`config.mk`:
```
export PLATFORM = sky130hd
export DESIGN_NAME = pbc_basic_control
export DESIGN_NICKNAME = d
export VERILOG_FILES = /design/src/hw/pbc_pkg.sv /design/src/hw/pbc_reg_if.sv /design/src/hw/pbc_basic_control.sv /design/src/hw/pbc_mdio_engine.sv
export SDC_FILE = /design/constraint.sdc
export NUM_CORES = 1
export LEC_CHECK = 0
export ABC_AREA = 1
export BUFFER_PORTS_ARGS = -buffer_cell sky130_fd_sc_hd__buf_2
export CAP_MARGIN = 25
export CORE_MARGIN = 10
export CORE_UTILIZATION = 47
export DETAILED_ROUTE_END_ITERATION = 12
export PLACE_DENSITY_LB_ADDON = 0.2
export SYNTH_ARGS = -nofsm -noshare
export SYNTH_HDL_FRONTEND = slang
export SYNTH_SLANG_ARGS = --single-unit
```
`constraint.sdc`:
```
create_clock -name mclk_in -period 7.7 [get_ports mclk_in]
set_clock_uncertainty 0.15 [all_clocks]
set_input_delay 0.77 -clock mclk_in [delete_from_list [all_inputs] [get_ports mclk_in]]
set_output_delay 0.77 -clock mclk_in [all_outputs]
set_load 0.03 [all_outputs]
```
`src/hw/pbc_pkg.sv`:
```
// Operation
// - Reset bit resets device, then self-clears
// - Restart negotiation bit restarts, then self-clears
// - Speed bit picks 100/10 when negotiation off
// - Negotiation enabled: negotiated speed/duplex take precedence
// - Power-down bit enters and leaves power-down
// - In power-down, first reset only clears it
// - Isolate bit disconnects the MAC data interface
// - Duplex bit: full/half; resets to inverse strap
// - Speed bit resets to speed strap level
// - Negotiation enable resets to its strap level
// - Isolate bit resets to isolation strap level
// - Collision test bit enables collision output test
package pbc_pkg;

    // ------------------------------------------------------------
    // Register map and field positions
    // ------------------------------------------------------------
    localparam logic [4:0] REG_BASIC_CONTROL = 5'h00;   // Register index on management bus
    localparam int         BIT_SOFT_RESET    = 15;      // Self-clearing reset
    localparam int         BIT_LOOPBACK      = 14;
    localparam int         BIT_SPEED_100     = 13;
    localparam int         BIT_AN_ENABLE     = 12;
    localparam int         BIT_POWER_DOWN    = 11;
    localparam int         BIT_ISOLATE       = 10;
    localparam int         BIT_AN_RESTART    = 9;       // Self-clearing restart
    localparam int         BIT_FULL_DUPLEX   = 8;
    localparam int         BIT_COL_TEST      = 7;
    localparam logic       RESET_ZERO_BIT    = 1'b0;    // Reset value of fields that start at zero

    // ------------------------------------------------------------
    // Management frame layout
    // ------------------------------------------------------------
    localparam logic [5:0] MDIO_PRE_LEN   = 6'h20;      // 32 ones of preamble
    localparam logic [5:0] MDIO_HDR_BITS  = 6'h0c;      // Op, phy address, register address
    localparam logic [5:0] MDIO_DATA_BITS = 6'h10;      // Data word length
    localparam logic [5:0] MDIO_TA_LAST   = 6'h01;      // Second turnaround bit index
    localparam logic [1:0] MDIO_OP_READ   = 2'h2;
    localparam logic [1:0] MDIO_OP_WRITE  = 2'h1;

    // ------------------------------------------------------------
    // Timing
    // ------------------------------------------------------------
    localparam int unsigned CLK_PERIOD_NS    = 50;      // 20 MHz device clock
    localparam int unsigned SRST_HOLD_NS     = 500;     // Internal reset pulse length
    localparam logic [7:0]  SRST_HOLD_CYC    =
        8'((SRST_HOLD_NS + CLK_PERIOD_NS - 1) / CLK_PERIOD_NS);
    localparam logic [7:0]  STRAP_SETTLE_CYC = 8'h03;   // Lets strap synchronisers fill

    // ------------------------------------------------------------
    // State encodings
    // ------------------------------------------------------------
    typedef enum logic [2:0] {
        MS_PRE   = 3'b000,
        MS_ST    = 3'b001,
        MS_HDR   = 3'b010,
        MS_TA_RD = 3'b011,
        MS_RD    = 3'b100,
        MS_TA_WR = 3'b101,
        MS_WR    = 3'b110
    } pbc_mdio_state_t;

    typedef enum logic [1:0] {
        SQ_LOAD = 2'b00,    // Waiting to latch straps
        SQ_RUN  = 2'b01,    // Normal operation
        SQ_HOLD = 2'b10     // Software reset in progress
    } pbc_seq_state_t;

endpackage : pbc_pkg

```
`src/hw/pbc_reg_if.sv`:
```
`timescale 1ns/1ps
// ------------------------------------------------------------
// Register access between frame engine and register bank
// ------------------------------------------------------------
interface pbc_reg_if;
    logic [4:0]  addr;      // Register index of current frame
    logic        wr_stb;    // One-cycle write strobe
    logic [15:0] wr_data;   // Write word, valid with strobe
    logic [15:0] rd_data;   // Read word for addr

    modport engine (output addr, output wr_stb, output wr_data, input rd_data);
    modport regs   (input addr, input wr_stb, input wr_data, output rd_data);
endinterface : pbc_reg_if

```
`src/hw/pbc_basic_control.sv`:
```
`timescale 1ns/1ps
module pbc_basic_control
    import pbc_pkg::*;
(
    input  wire logic       mclk_in,            // Device clock, 20 MHz
    input  wire logic       reset_in,           // Async hardware reset, active high
    // Management pins
    input  wire logic       mdc_in,             // Management clock pin
    input  wire logic       mdio_in,            // Management data pin level
    output logic            mdio_out,           // Management data drive value
    output logic            mdio_oe_out,        // High while driving data pin
    // Configuration straps
    input  wire logic       speed_strap_pin_in, // High selects 100 Mbps default
    input  wire logic       negotiation_enable_strap_pin_in, // Negotiation default
    input  wire logic       isolate_strap_pin_in, // Isolation default
    input  wire logic       duplex_strap_pin_in,  // Inverted duplex default
    input  wire logic [4:0] phy_addr_strap_in,  // Own management address
    // Negotiation result, same clock domain
    input  wire logic       an_speed_100_in,    // Negotiated 100 Mbps
    input  wire logic       an_full_duplex_in,  // Negotiated full duplex
    // Mode controls to the transceiver
    output logic            soft_reset_out,     // Internal reset active
    output logic            an_restart_out,     // One-cycle restart pulse
    output logic            an_enable_out,
    output logic            speed_100_out,      // Effective operating speed
    output logic            full_duplex_out,    // Effective operating duplex
    output logic            loopback_out,
    output logic            power_down_out,
    output logic            isolate_out,
    output logic            col_test_out
);
    import pbc_pkg::*;

    // ------------------------------------------------------------
    // Pin synchronisers
    // ------------------------------------------------------------
    localparam int SYNC_W = 11;             // mdc, mdio, four straps, address
    logic [SYNC_W-1:0] meta_q;              // First stage, read only by sync_q
    logic [SYNC_W-1:0] sync_q;              // Second stage
    logic [SYNC_W-1:0] pins;
    logic              mdc_prev_q;          // For edge detection
    logic              mdc_rise;

    assign pins = {mdc_in, mdio_in, speed_strap_pin_in,
                   negotiation_enable_strap_pin_in, isolate_strap_pin_in,
                   duplex_strap_pin_in, phy_addr_strap_in};

    // Two flops on every pin before any logic looks at it
    always_ff @(posedge mclk_in or posedge reset_in) begin
        if (reset_in) begin
            meta_q     <= '0;
            sync_q     <= '0;
            mdc_prev_q <= 1'b0;
        end else begin
            meta_q     <= pins;
            sync_q     <= meta_q;
            mdc_prev_q <= sync_q[10];
        end
    end

    // Management clock is far slower than mclk, so a sampled edge is safe
    assign mdc_rise = sync_q[10] & ~mdc_prev_q;

    // ------------------------------------------------------------
    // Frame engine
    // ------------------------------------------------------------
    pbc_reg_if bus ();
    logic [4:0] phy_addr_q;                 // Address latched with straps

    pbc_mdio_engine u_engine (
        .mclk_in      (mclk_in),
        .reset_in     (reset_in),
        .mdc_rise_in  (mdc_rise),
        .mdio_sync_in (sync_q[9]),
        .phy_addr_in  (phy_addr_q),
        .mdio_out     (mdio_out),
        .mdio_oe_out  (mdio_oe_out),
        .bus          (bus)
    );

    // ------------------------------------------------------------
    // Control register fields and reset sequencer
    // ------------------------------------------------------------
    pbc_seq_state_t seq_q, seq_d;           // Reset sequence position
    logic [7:0]     seq_cnt_q, seq_cnt_d;   // Cycles in LOAD or HOLD
    logic           srst_q, srst_d;         // Reset bit as read back
    logic           loop_q, loop_d;
    logic           spd_q, spd_d;
    logic           ane_q, ane_d;
    logic           pd_q, pd_d;
    logic           iso_q, iso_d;
    logic           rst_an_q, rst_an_d;     // Restart bit as read back
    logic           dup_q, dup_d;
    logic           col_q, col_d;
    logic           pulse_q, pulse_d;       // Restart pulse to negotiation
    logic [4:0]     paddr_d;
    logic           wr_hit;                 // Write to this register, accepted
    logic [15:0]    ctrl_word;

    // Writes only land in normal operation; the device is in reset otherwise
    assign wr_hit = bus.wr_stb && (bus.addr == REG_BASIC_CONTROL) && (seq_q == SQ_RUN);

    // Next values of the register and of the sequencer
    always_comb begin
        seq_d     = seq_q;
        seq_cnt_d = seq_cnt_q;
        srst_d    = srst_q;
        loop_d    = loop_q;
        spd_d     = spd_q;
        ane_d     = ane_q;
        pd_d      = pd_q;
        iso_d     = iso_q;
        rst_an_d  = rst_an_q;
        dup_d     = dup_q;
        col_d     = col_q;
        pulse_d   = 1'b0;
        paddr_d   = phy_addr_q;
        case (seq_q)
            SQ_LOAD: begin
                // Latch straps once the synchronisers hold real pin levels
                seq_cnt_d = seq_cnt_q + 8'h01;
                if (seq_cnt_q == STRAP_SETTLE_CYC) begin
                    seq_d     = SQ_RUN;
                    seq_cnt_d = 8'h00;
                    srst_d    = 1'b0;
                    loop_d    = RESET_ZERO_BIT;
                    spd_d     = sync_q[8];
                    ane_d     = sync_q[7];
                    pd_d      = RESET_ZERO_BIT;
                    iso_d     = sync_q[6];
                    rst_an_d  = RESET_ZERO_BIT;
                    dup_d     = ~sync_q[5];
                    col_d     = RESET_ZERO_BIT;
                    paddr_d   = sync_q[4:0];
                end
            end
            SQ_RUN: begin
                // Restart bit clears itself after one pulse
                if (rst_an_q) begin
                    rst_an_d = 1'b0;
                    pulse_d  = 1'b1;
                end
                if (wr_hit) begin
                    if (bus.wr_data[BIT_SOFT_RESET] && pd_q) begin
                        // First reset while powered down only wakes the device
                        pd_d = 1'b0;
                    end else if (bus.wr_data[BIT_SOFT_RESET]) begin
                        // Full reset; straps are latched again on the way out
                        srst_d    = 1'b1;
                        seq_d     = SQ_HOLD;
                        seq_cnt_d = 8'h00;
                    end else begin
                        loop_d = bus.wr_data[BIT_LOOPBACK];
                        spd_d  = bus.wr_data[BIT_SPEED_100];
                        ane_d  = bus.wr_data[BIT_AN_ENABLE];
                        pd_d   = bus.wr_data[BIT_POWER_DOWN];
                        iso_d  = bus.wr_data[BIT_ISOLATE];
                        dup_d  = bus.wr_data[BIT_FULL_DUPLEX];
                        col_d  = bus.wr_data[BIT_COL_TEST];
                        // Set wins over the self-clear in the same cycle
                        if (bus.wr_data[BIT_AN_RESTART]) begin
                            rst_an_d = 1'b1;
                        end
                    end
                end
            end
            SQ_HOLD: begin
                // Hold the transceiver in reset for the full pulse
                seq_cnt_d = seq_cnt_q + 8'h01;
                if (seq_cnt_q == SRST_HOLD_CYC - 8'h01) begin
                    seq_d     = SQ_LOAD;
                    seq_cnt_d = 8'h00;
                end
            end
            default: begin
                seq_d     = SQ_LOAD;
                seq_cnt_d = 8'h00;
            end
        endcase
    end

    // Register and sequencer flops; reset values are constants only
    always_ff @(posedge mclk_in or posedge reset_in) begin
        if (reset_in) begin
            seq_q      <= SQ_LOAD;
            seq_cnt_q  <= 8'h00;
            srst_q     <= 1'b0;
            loop_q     <= 1'b0;
            spd_q      <= 1'b0;
            ane_q      <= 1'b0;
            pd_q       <= 1'b0;
            iso_q      <= 1'b0;
            rst_an_q   <= 1'b0;
            dup_q      <= 1'b0;
            col_q      <= 1'b0;
            pulse_q    <= 1'b0;
            phy_addr_q <= 5'h00;
        end else begin
            seq_q      <= seq_d;
            seq_cnt_q  <= seq_cnt_d;
            srst_q     <= srst_d;
            loop_q     <= loop_d;
            spd_q      <= spd_d;
            ane_q      <= ane_d;
            pd_q       <= pd_d;
            iso_q      <= iso_d;
            rst_an_q   <= rst_an_d;
            dup_q      <= dup_d;
            col_q      <= col_d;
            pulse_q    <= pulse_d;
            phy_addr_q <= paddr_d;
        end
    end

    // ------------------------------------------------------------
    // Read-back word
    // ------------------------------------------------------------
    // Low seven bits are tied to zero, writes to them have nowhere to go
    assign ctrl_word = {srst_q, loop_q, spd_q, ane_q, pd_q, iso_q, rst_an_q,
                        dup_q, col_q, 7'h00};

    // Other registers of the device live elsewhere and read as zero here
    assign bus.rd_data = (bus.addr == REG_BASIC_CONTROL) ? ctrl_word : 16'h0000;

    // ------------------------------------------------------------
    // Mode outputs
    // ------------------------------------------------------------
    logic so_q, ane_o_q, spd_o_q, dup_o_q, loop_o_q, pd_o_q, iso_o_q, col_o_q;

    // Registered so every mode output comes straight from a flop
    always_ff @(posedge mclk_in or posedge reset_in) begin
        if (reset_in) begin
            so_q     <= 1'b1;
            ane_o_q  <= 1'b0;
            spd_o_q  <= 1'b0;
            dup_o_q  <= 1'b0;
            loop_o_q <= 1'b0;
            pd_o_q   <= 1'b0;
            iso_o_q  <= 1'b0;
            col_o_q  <= 1'b0;
        end else begin
            so_q     <= (seq_d != SQ_RUN);
            ane_o_q  <= ane_d;
            // Negotiated result overrides the register while enabled
            spd_o_q  <= ane_d ? an_speed_100_in : spd_d;
            dup_o_q  <= ane_d ? an_full_duplex_in : dup_d;
            loop_o_q <= loop_d;
            pd_o_q   <= pd_d;
            iso_o_q  <= iso_d;
            col_o_q  <= col_d;
        end
    end

    assign soft_reset_out  = so_q;
    assign an_restart_out  = pulse_q;
    assign an_enable_out   = ane_o_q;
    assign speed_100_out   = spd_o_q;
    assign full_duplex_out = dup_o_q;
    assign loopback_out    = loop_o_q;
    assign power_down_out  = pd_o_q;
    assign isolate_out     = iso_o_q;
    assign col_test_out    = col_o_q;

endmodule : pbc_basic_control

```
`src/hw/pbc_mdio_engine.sv`:
```
`timescale 1ns/1ps
module pbc_mdio_engine
    import pbc_pkg::*;
(
    input  wire logic  mclk_in,         // Device clock
    input  wire logic  reset_in,        // Async reset, active high
    input  wire logic  mdc_rise_in,     // Rising edge of synchronised management clock
    input  wire logic  mdio_sync_in,    // Synchronised data pin
    input  wire logic  [4:0] phy_addr_in, // Latched own address
    output logic       mdio_out,        // Data pin drive value
    output logic       mdio_oe_out,     // High while driving the pin
    pbc_reg_if.engine  bus
);
    import pbc_pkg::*;

    // ------------------------------------------------------------
    // Frame state
    // ------------------------------------------------------------
    pbc_mdio_state_t st_q, st_d;        // Frame position
    logic [5:0]      cnt_q, cnt_d;      // Bit counter
    logic [15:0]     sh_q, sh_d;        // Shift register
    logic [4:0]      addr_q, addr_d;    // Register index
    logic            out_q, out_d;
    logic            oe_q, oe_d;
    logic            wr_q, wr_d;
    logic [11:0]     hdr;               // Header including newest bit

    assign hdr = {sh_q[10:0], mdio_sync_in};

    // Next frame state, advanced only on management clock edges
    always_comb begin
        st_d   = st_q;
        cnt_d  = cnt_q;
        sh_d   = sh_q;
        addr_d = addr_q;
        out_d  = out_q;
        oe_d   = oe_q;
        wr_d   = 1'b0;
        if (mdc_rise_in) begin
            case (st_q)
                MS_PRE: begin
                    // Data ones can never reach 32, so no false frame start
                    if (mdio_sync_in) begin
                        cnt_d = (cnt_q == MDIO_PRE_LEN) ? cnt_q : cnt_q + 6'h01;
                    end else if (cnt_q == MDIO_PRE_LEN) begin
                        st_d  = MS_ST;
                        cnt_d = 6'h00;
                    end else begin
                        cnt_d = 6'h00;
                    end
                end
                MS_ST: begin
                    st_d  = mdio_sync_in ? MS_HDR : MS_PRE;
                    cnt_d = 6'h00;
                end
                MS_HDR: begin
                    sh_d  = {sh_q[14:0], mdio_sync_in};
                    cnt_d = cnt_q + 6'h01;
                    if (cnt_q == MDIO_HDR_BITS - 6'h01) begin
                        cnt_d  = 6'h00;
                        addr_d = hdr[4:0];
                        if (hdr[9:5] != phy_addr_in) begin
                            st_d = MS_PRE;      // Frame for another device
                        end else if (hdr[11:10] == MDIO_OP_READ) begin
                            st_d = MS_TA_RD;
                        end else if (hdr[11:10] == MDIO_OP_WRITE) begin
                            st_d = MS_TA_WR;
                        end else begin
                            st_d = MS_PRE;
                        end
                    end
                end
                MS_TA_RD: begin
                    // Drive the zero turnaround bit, capture read word
                    oe_d  = 1'b1;
                    out_d = 1'b0;
                    sh_d  = bus.rd_data;
                    st_d  = MS_RD;
                    cnt_d = 6'h00;
                end
                MS_RD: begin
                    if (cnt_q == MDIO_DATA_BITS) begin
                        oe_d  = 1'b0;           // Release after last bit
                        out_d = 1'b0;
                        st_d  = MS_PRE;
                        cnt_d = 6'h00;
                    end else begin
                        out_d = sh_q[15];
                        sh_d  = {sh_q[14:0], 1'b0};
                        cnt_d = cnt_q + 6'h01;
                    end
                end
                MS_TA_WR: begin
                    cnt_d = cnt_q + 6'h01;
                    if (cnt_q == MDIO_TA_LAST) begin
                        st_d  = MS_WR;
                        cnt_d = 6'h00;
                    end
                end
                MS_WR: begin
                    sh_d  = {sh_q[14:0], mdio_sync_in};
                    cnt_d = cnt_q + 6'h01;
                    if (cnt_q == MDIO_DATA_BITS - 6'h01) begin
                        wr_d  = 1'b1;
                        st_d  = MS_PRE;
                        cnt_d = 6'h00;
                    end
                end
                default: begin
                    st_d  = MS_PRE;
                    cnt_d = 6'h00;
                    oe_d  = 1'b0;
                end
            endcase
        end
    end

    // Frame registers
    always_ff @(posedge mclk_in or posedge reset_in) begin
        if (reset_in) begin
            st_q   <= MS_PRE;
            cnt_q  <= 6'h00;
            sh_q   <= 16'h0000;
            addr_q <= 5'h00;
            out_q  <= 1'b0;
            oe_q   <= 1'b0;
            wr_q   <= 1'b0;
        end else begin
            st_q   <= st_d;
            cnt_q  <= cnt_d;
            sh_q   <= sh_d;
            addr_q <= addr_d;
            out_q  <= out_d;
            oe_q   <= oe_d;
            wr_q   <= wr_d;
        end
    end

    assign mdio_out    = out_q;
    assign mdio_oe_out = oe_q;
    assign bus.addr    = addr_q;
    assign bus.wr_stb  = wr_q;
    assign bus.wr_data = sh_q;

endmodule : pbc_mdio_engine

```
==> metrics.yaml <==
worst_setup_path:
  worstPathArrival_ps: 2200
  r2r_cells: 6
  r2r_start: "u_engine.bus.addr[2]"
  crit_type: "reg2reg"
  critPathRequiredTime_ps: 7800
  slowest_stage: "nor2_2"
  slowest_delay_ps: 420
  worstSetupEndpointType: "flip-flop"
  worst_r2r_endpoint: "seq_cnt_q[7]"
  cp-start-kind: "flip-flop"
  cp_common_cell: "nand2_1"
  cp_max_fo: 13
  r2r_slack_ps: 5600
  crit_chain: "or2_1 -> nor2_2 -> nand2_1 -> o21ai_2 -> or2_2 -> nand2_1"
floorplanning:
  num_io_pins: 26
  fp-row-count: 33
  core_mm2: 0.00822
  die-area_mm2: 0.0125
  die_h_um: 112
  die_w_um: 112
  start_util_pct: 48.2
timing:
  drv_slew: 0
  max_freq_mhz: 476
  rsz0062_at_grt: "no"
  setup_violations: 0
  max_slew.worst_pin.slew_ps: 501
  setup-tns-final_ps: 0
  finalCriticalPeriod_ps: 2100
  hold_viol_final: 0
  fin_crit_sh_pct: 27.3
  relSlewSlack_pct: 66.6
  hold_ws_ps: 197
synth:
  synth_nets: 464
  yosys-top-cells-count: "102 x nand2_1, 83 x dfrtp_1, 60 x inv_1"
  ys_seq_area_share_pct: 53.1
  yosysWarnings: 0
  syn_area_mm2: 0.00396
  synth_async_sr_flop_share_pct: 100
  yosysTopAreaCell: "dfrtp_1"
  synth-seq-cells: 84
  yosysMostFrequentCell: "nand2_1"
  yosysTopAreaCellShare_pct: 52.4
  netlist_instances: 442
  synth_flop_cell: "dfrtp_1"
  synth_edf_count: 0
  yosysUniqueCellTypes: 38
  syn-mean-instance-area_um2: 8.96
  yosys-top-cells-area: "dfrtp_1 52%, nand2_1 9.7%, inv_1 5.7%"
grt:
  grt_pass1_wl_mm: 13.0
  grt_max_degree: 85
  grtUsageMet2_pct: 18.8
  grt_pass1_vias: 2828
  antenna_found_initial: 0
  top_usage_layer: "met2"
  use_met1_pct: 16.3
  grt_overflow_total: 0
  use_met3_pct: 3.76
  grt_usage_pct: 12.4
detailed_routing:
  vias_per_cell: 4.98
  routed_wl_mm: 7.50
  dr_total_vias: 2912
  drc: 0
  drt_pre_antenna_iters: 4
  drtIter0Drc: 162
  wl_per_cell_um: 12.8
  ant_nets: 0
status:
  status: "complete, no violations"
hold_path:
  holdCritStartpoint: "meta_q[10]"
  min_path_type: "reg2reg"
  holdPathEnd: "sync_q[10]"
  holdPathStages: 0
power_and_ir_drop:
  power_switching_w: 0.000186
  total_leakage_power_nw: 2.17
  power_frac_seq_pct: 56.2
  p_comb_share_pct: 4.8
  powerDensity_mw_per_mm2: 186
  intPower_w: 0.000633
  max-vdd-ir-drop_v: 0.000113
  clockPowerShare_pct: 39.0
  netSwitchingFraction_pct: 22.7
layout:
  post-route-util_pct: 53.7
  drive_above_1_share_pct: 18.3
  fill_cells: 815
  seq_area_mm2: 0.00210
  multi_input_area_mm2: 0.00156
  fin_cells: 585
  layout.nets: 497
  synthToLayoutAreaGrowth_pct: 11.3
  diodes: 0
cts:
  h-tree-depth: 3
  cts_setup_buffers: 0
  path_clk_slew_ps: 80
  cts_tree: "done"
  hold_buffers: 0
  clock_latency_ps: 360
  clock_sinks: 84
  cts_inserted_buffers: 9
  cts_root_buf: "clkbuf_8"
  clk_path_buf_depth: 2
  cts_resized: 0
run:
  maxCapViolCount: 0
placed_design:
  dp_hpwl_mm: 5.43
  gp_congestion: 0.867
  dpl.cell_count: 568
  port_buffers: 25
## state kept, by name, indices dropped and copies added, names as in the netlist, 2 cells and up
name and count:
u_engine.st_q 3, u_engine.bus.wr_data 16, u_engine.bus.addr 5, seq_cnt_q 8, sync_q 11, u_engine.cnt_q 6, seq_q 2, meta_q 11
phy_addr_q 5
## metal layers
layer / up-vias / routed length, µm / part of all wire [%]
met1: 1377 / 3770 / 50
met3: 13 / 275 / 3.7
li1: 1484 / - / -
met2: 38 / 3350 / 45
met4: 0 / 110 / 1.5
met5: - / 0 / 0
## worst max-delay path by stage
| stage | end | startpoint | slack, ps |
|---|---|---|---|
| after global placement | seq_cnt_q[7] | u_engine.bus.addr[2] | 5680 |
| after global routing | seq_cnt_q[7] | u_engine.bus.addr[2] | 5480 |
| final | seq_cnt_q[7] | u_engine.bus.addr[2] | 5600 |
| after detailed placement | seq_cnt_q[7] | u_engine.bus.addr[2] | 5610 |
| after CTS | seq_cnt_q[7] | u_engine.bus.addr[2] | 5610 |
| after floorplan | an_enable_out | reset_in | 4620 |
## critical path, delay by kind of cell (launching register included)
kind | cells | cell delay [ps]
flip-flops | 1 | 380
AND/OR/NAND/NOR | 5 | 1090
AO/OA/AOI/OAI | 1 | 360
## through the flow
| step | setup slack, ps | instance area [µm²] | power, W |
|---|---|---|---|
| after floorplan | 4620 | 3960 | 0.000494 |
| after CTS | 5610 | 4380 | 0.000833 |
| after global routing | 5480 | 4410 | 0.000858 |
| final | 5600 | 4410 | 0.000819 |
| after detailed placement | 5610 | 4180 | 0.000509 |
| after global placement | 5680 | 4180 | 0.000507 |
## power groups by stage
stage                     clock (W)  combinational [W]  sequential [W]
after floorplan                   0          0.0000245        0.000470
after global placement            0          0.0000381        0.000469
after detailed placement          0          0.0000399        0.000469
after CTS                  0.000333          0.0000390        0.000460
after global routing       0.000349          0.0000463        0.000462
final                      0.000320          0.0000394        0.000460
## cell usage in the layout (no fill, tap or decap), types with 7 or more instances in the layout
cell type / count
nand2_1: 102
xor2_1: 9
nor2_1: 31
nand3_1: 34
o21ai_0: 33
inv_1: 59
ha_1: 7
o21ai_2: 16
buf_2: 25
dfrtp_1: 83
clkbuf_8: 11
## cell families (layout without fill, tap and decap cells)
group | count (synthesis) | after routing | synth area share (%)
and+or+nand+nor | 200 | 200 | 23.4
DFF | 84 | 84 | 53.1
buffers and inverters | 71 | 109 | 7.61
AOI/OAI and AO/OA | 69 | 69 | 11.2
xor gates and xnor gates | 10 | 10 | 2.21
adders and majority gates | 7 | 7 | 2.21
muxes | 1 | 1 | 0.253
## layout make-up
| type | count | area share (%) |
|---|---|---|
| timing repair buffer | 28 | 3.80 |
| clock buffer | 12 | 3.52 |
| tap | 105 | 2.98 |
| inverter | 65 | 5.62 |
| multi-input combinational | 287 | 35.3 |
| clock inverter | 4 | 1.08 |
| sequential | 84 | 47.7 |
(Power assumes the default switching activity.)
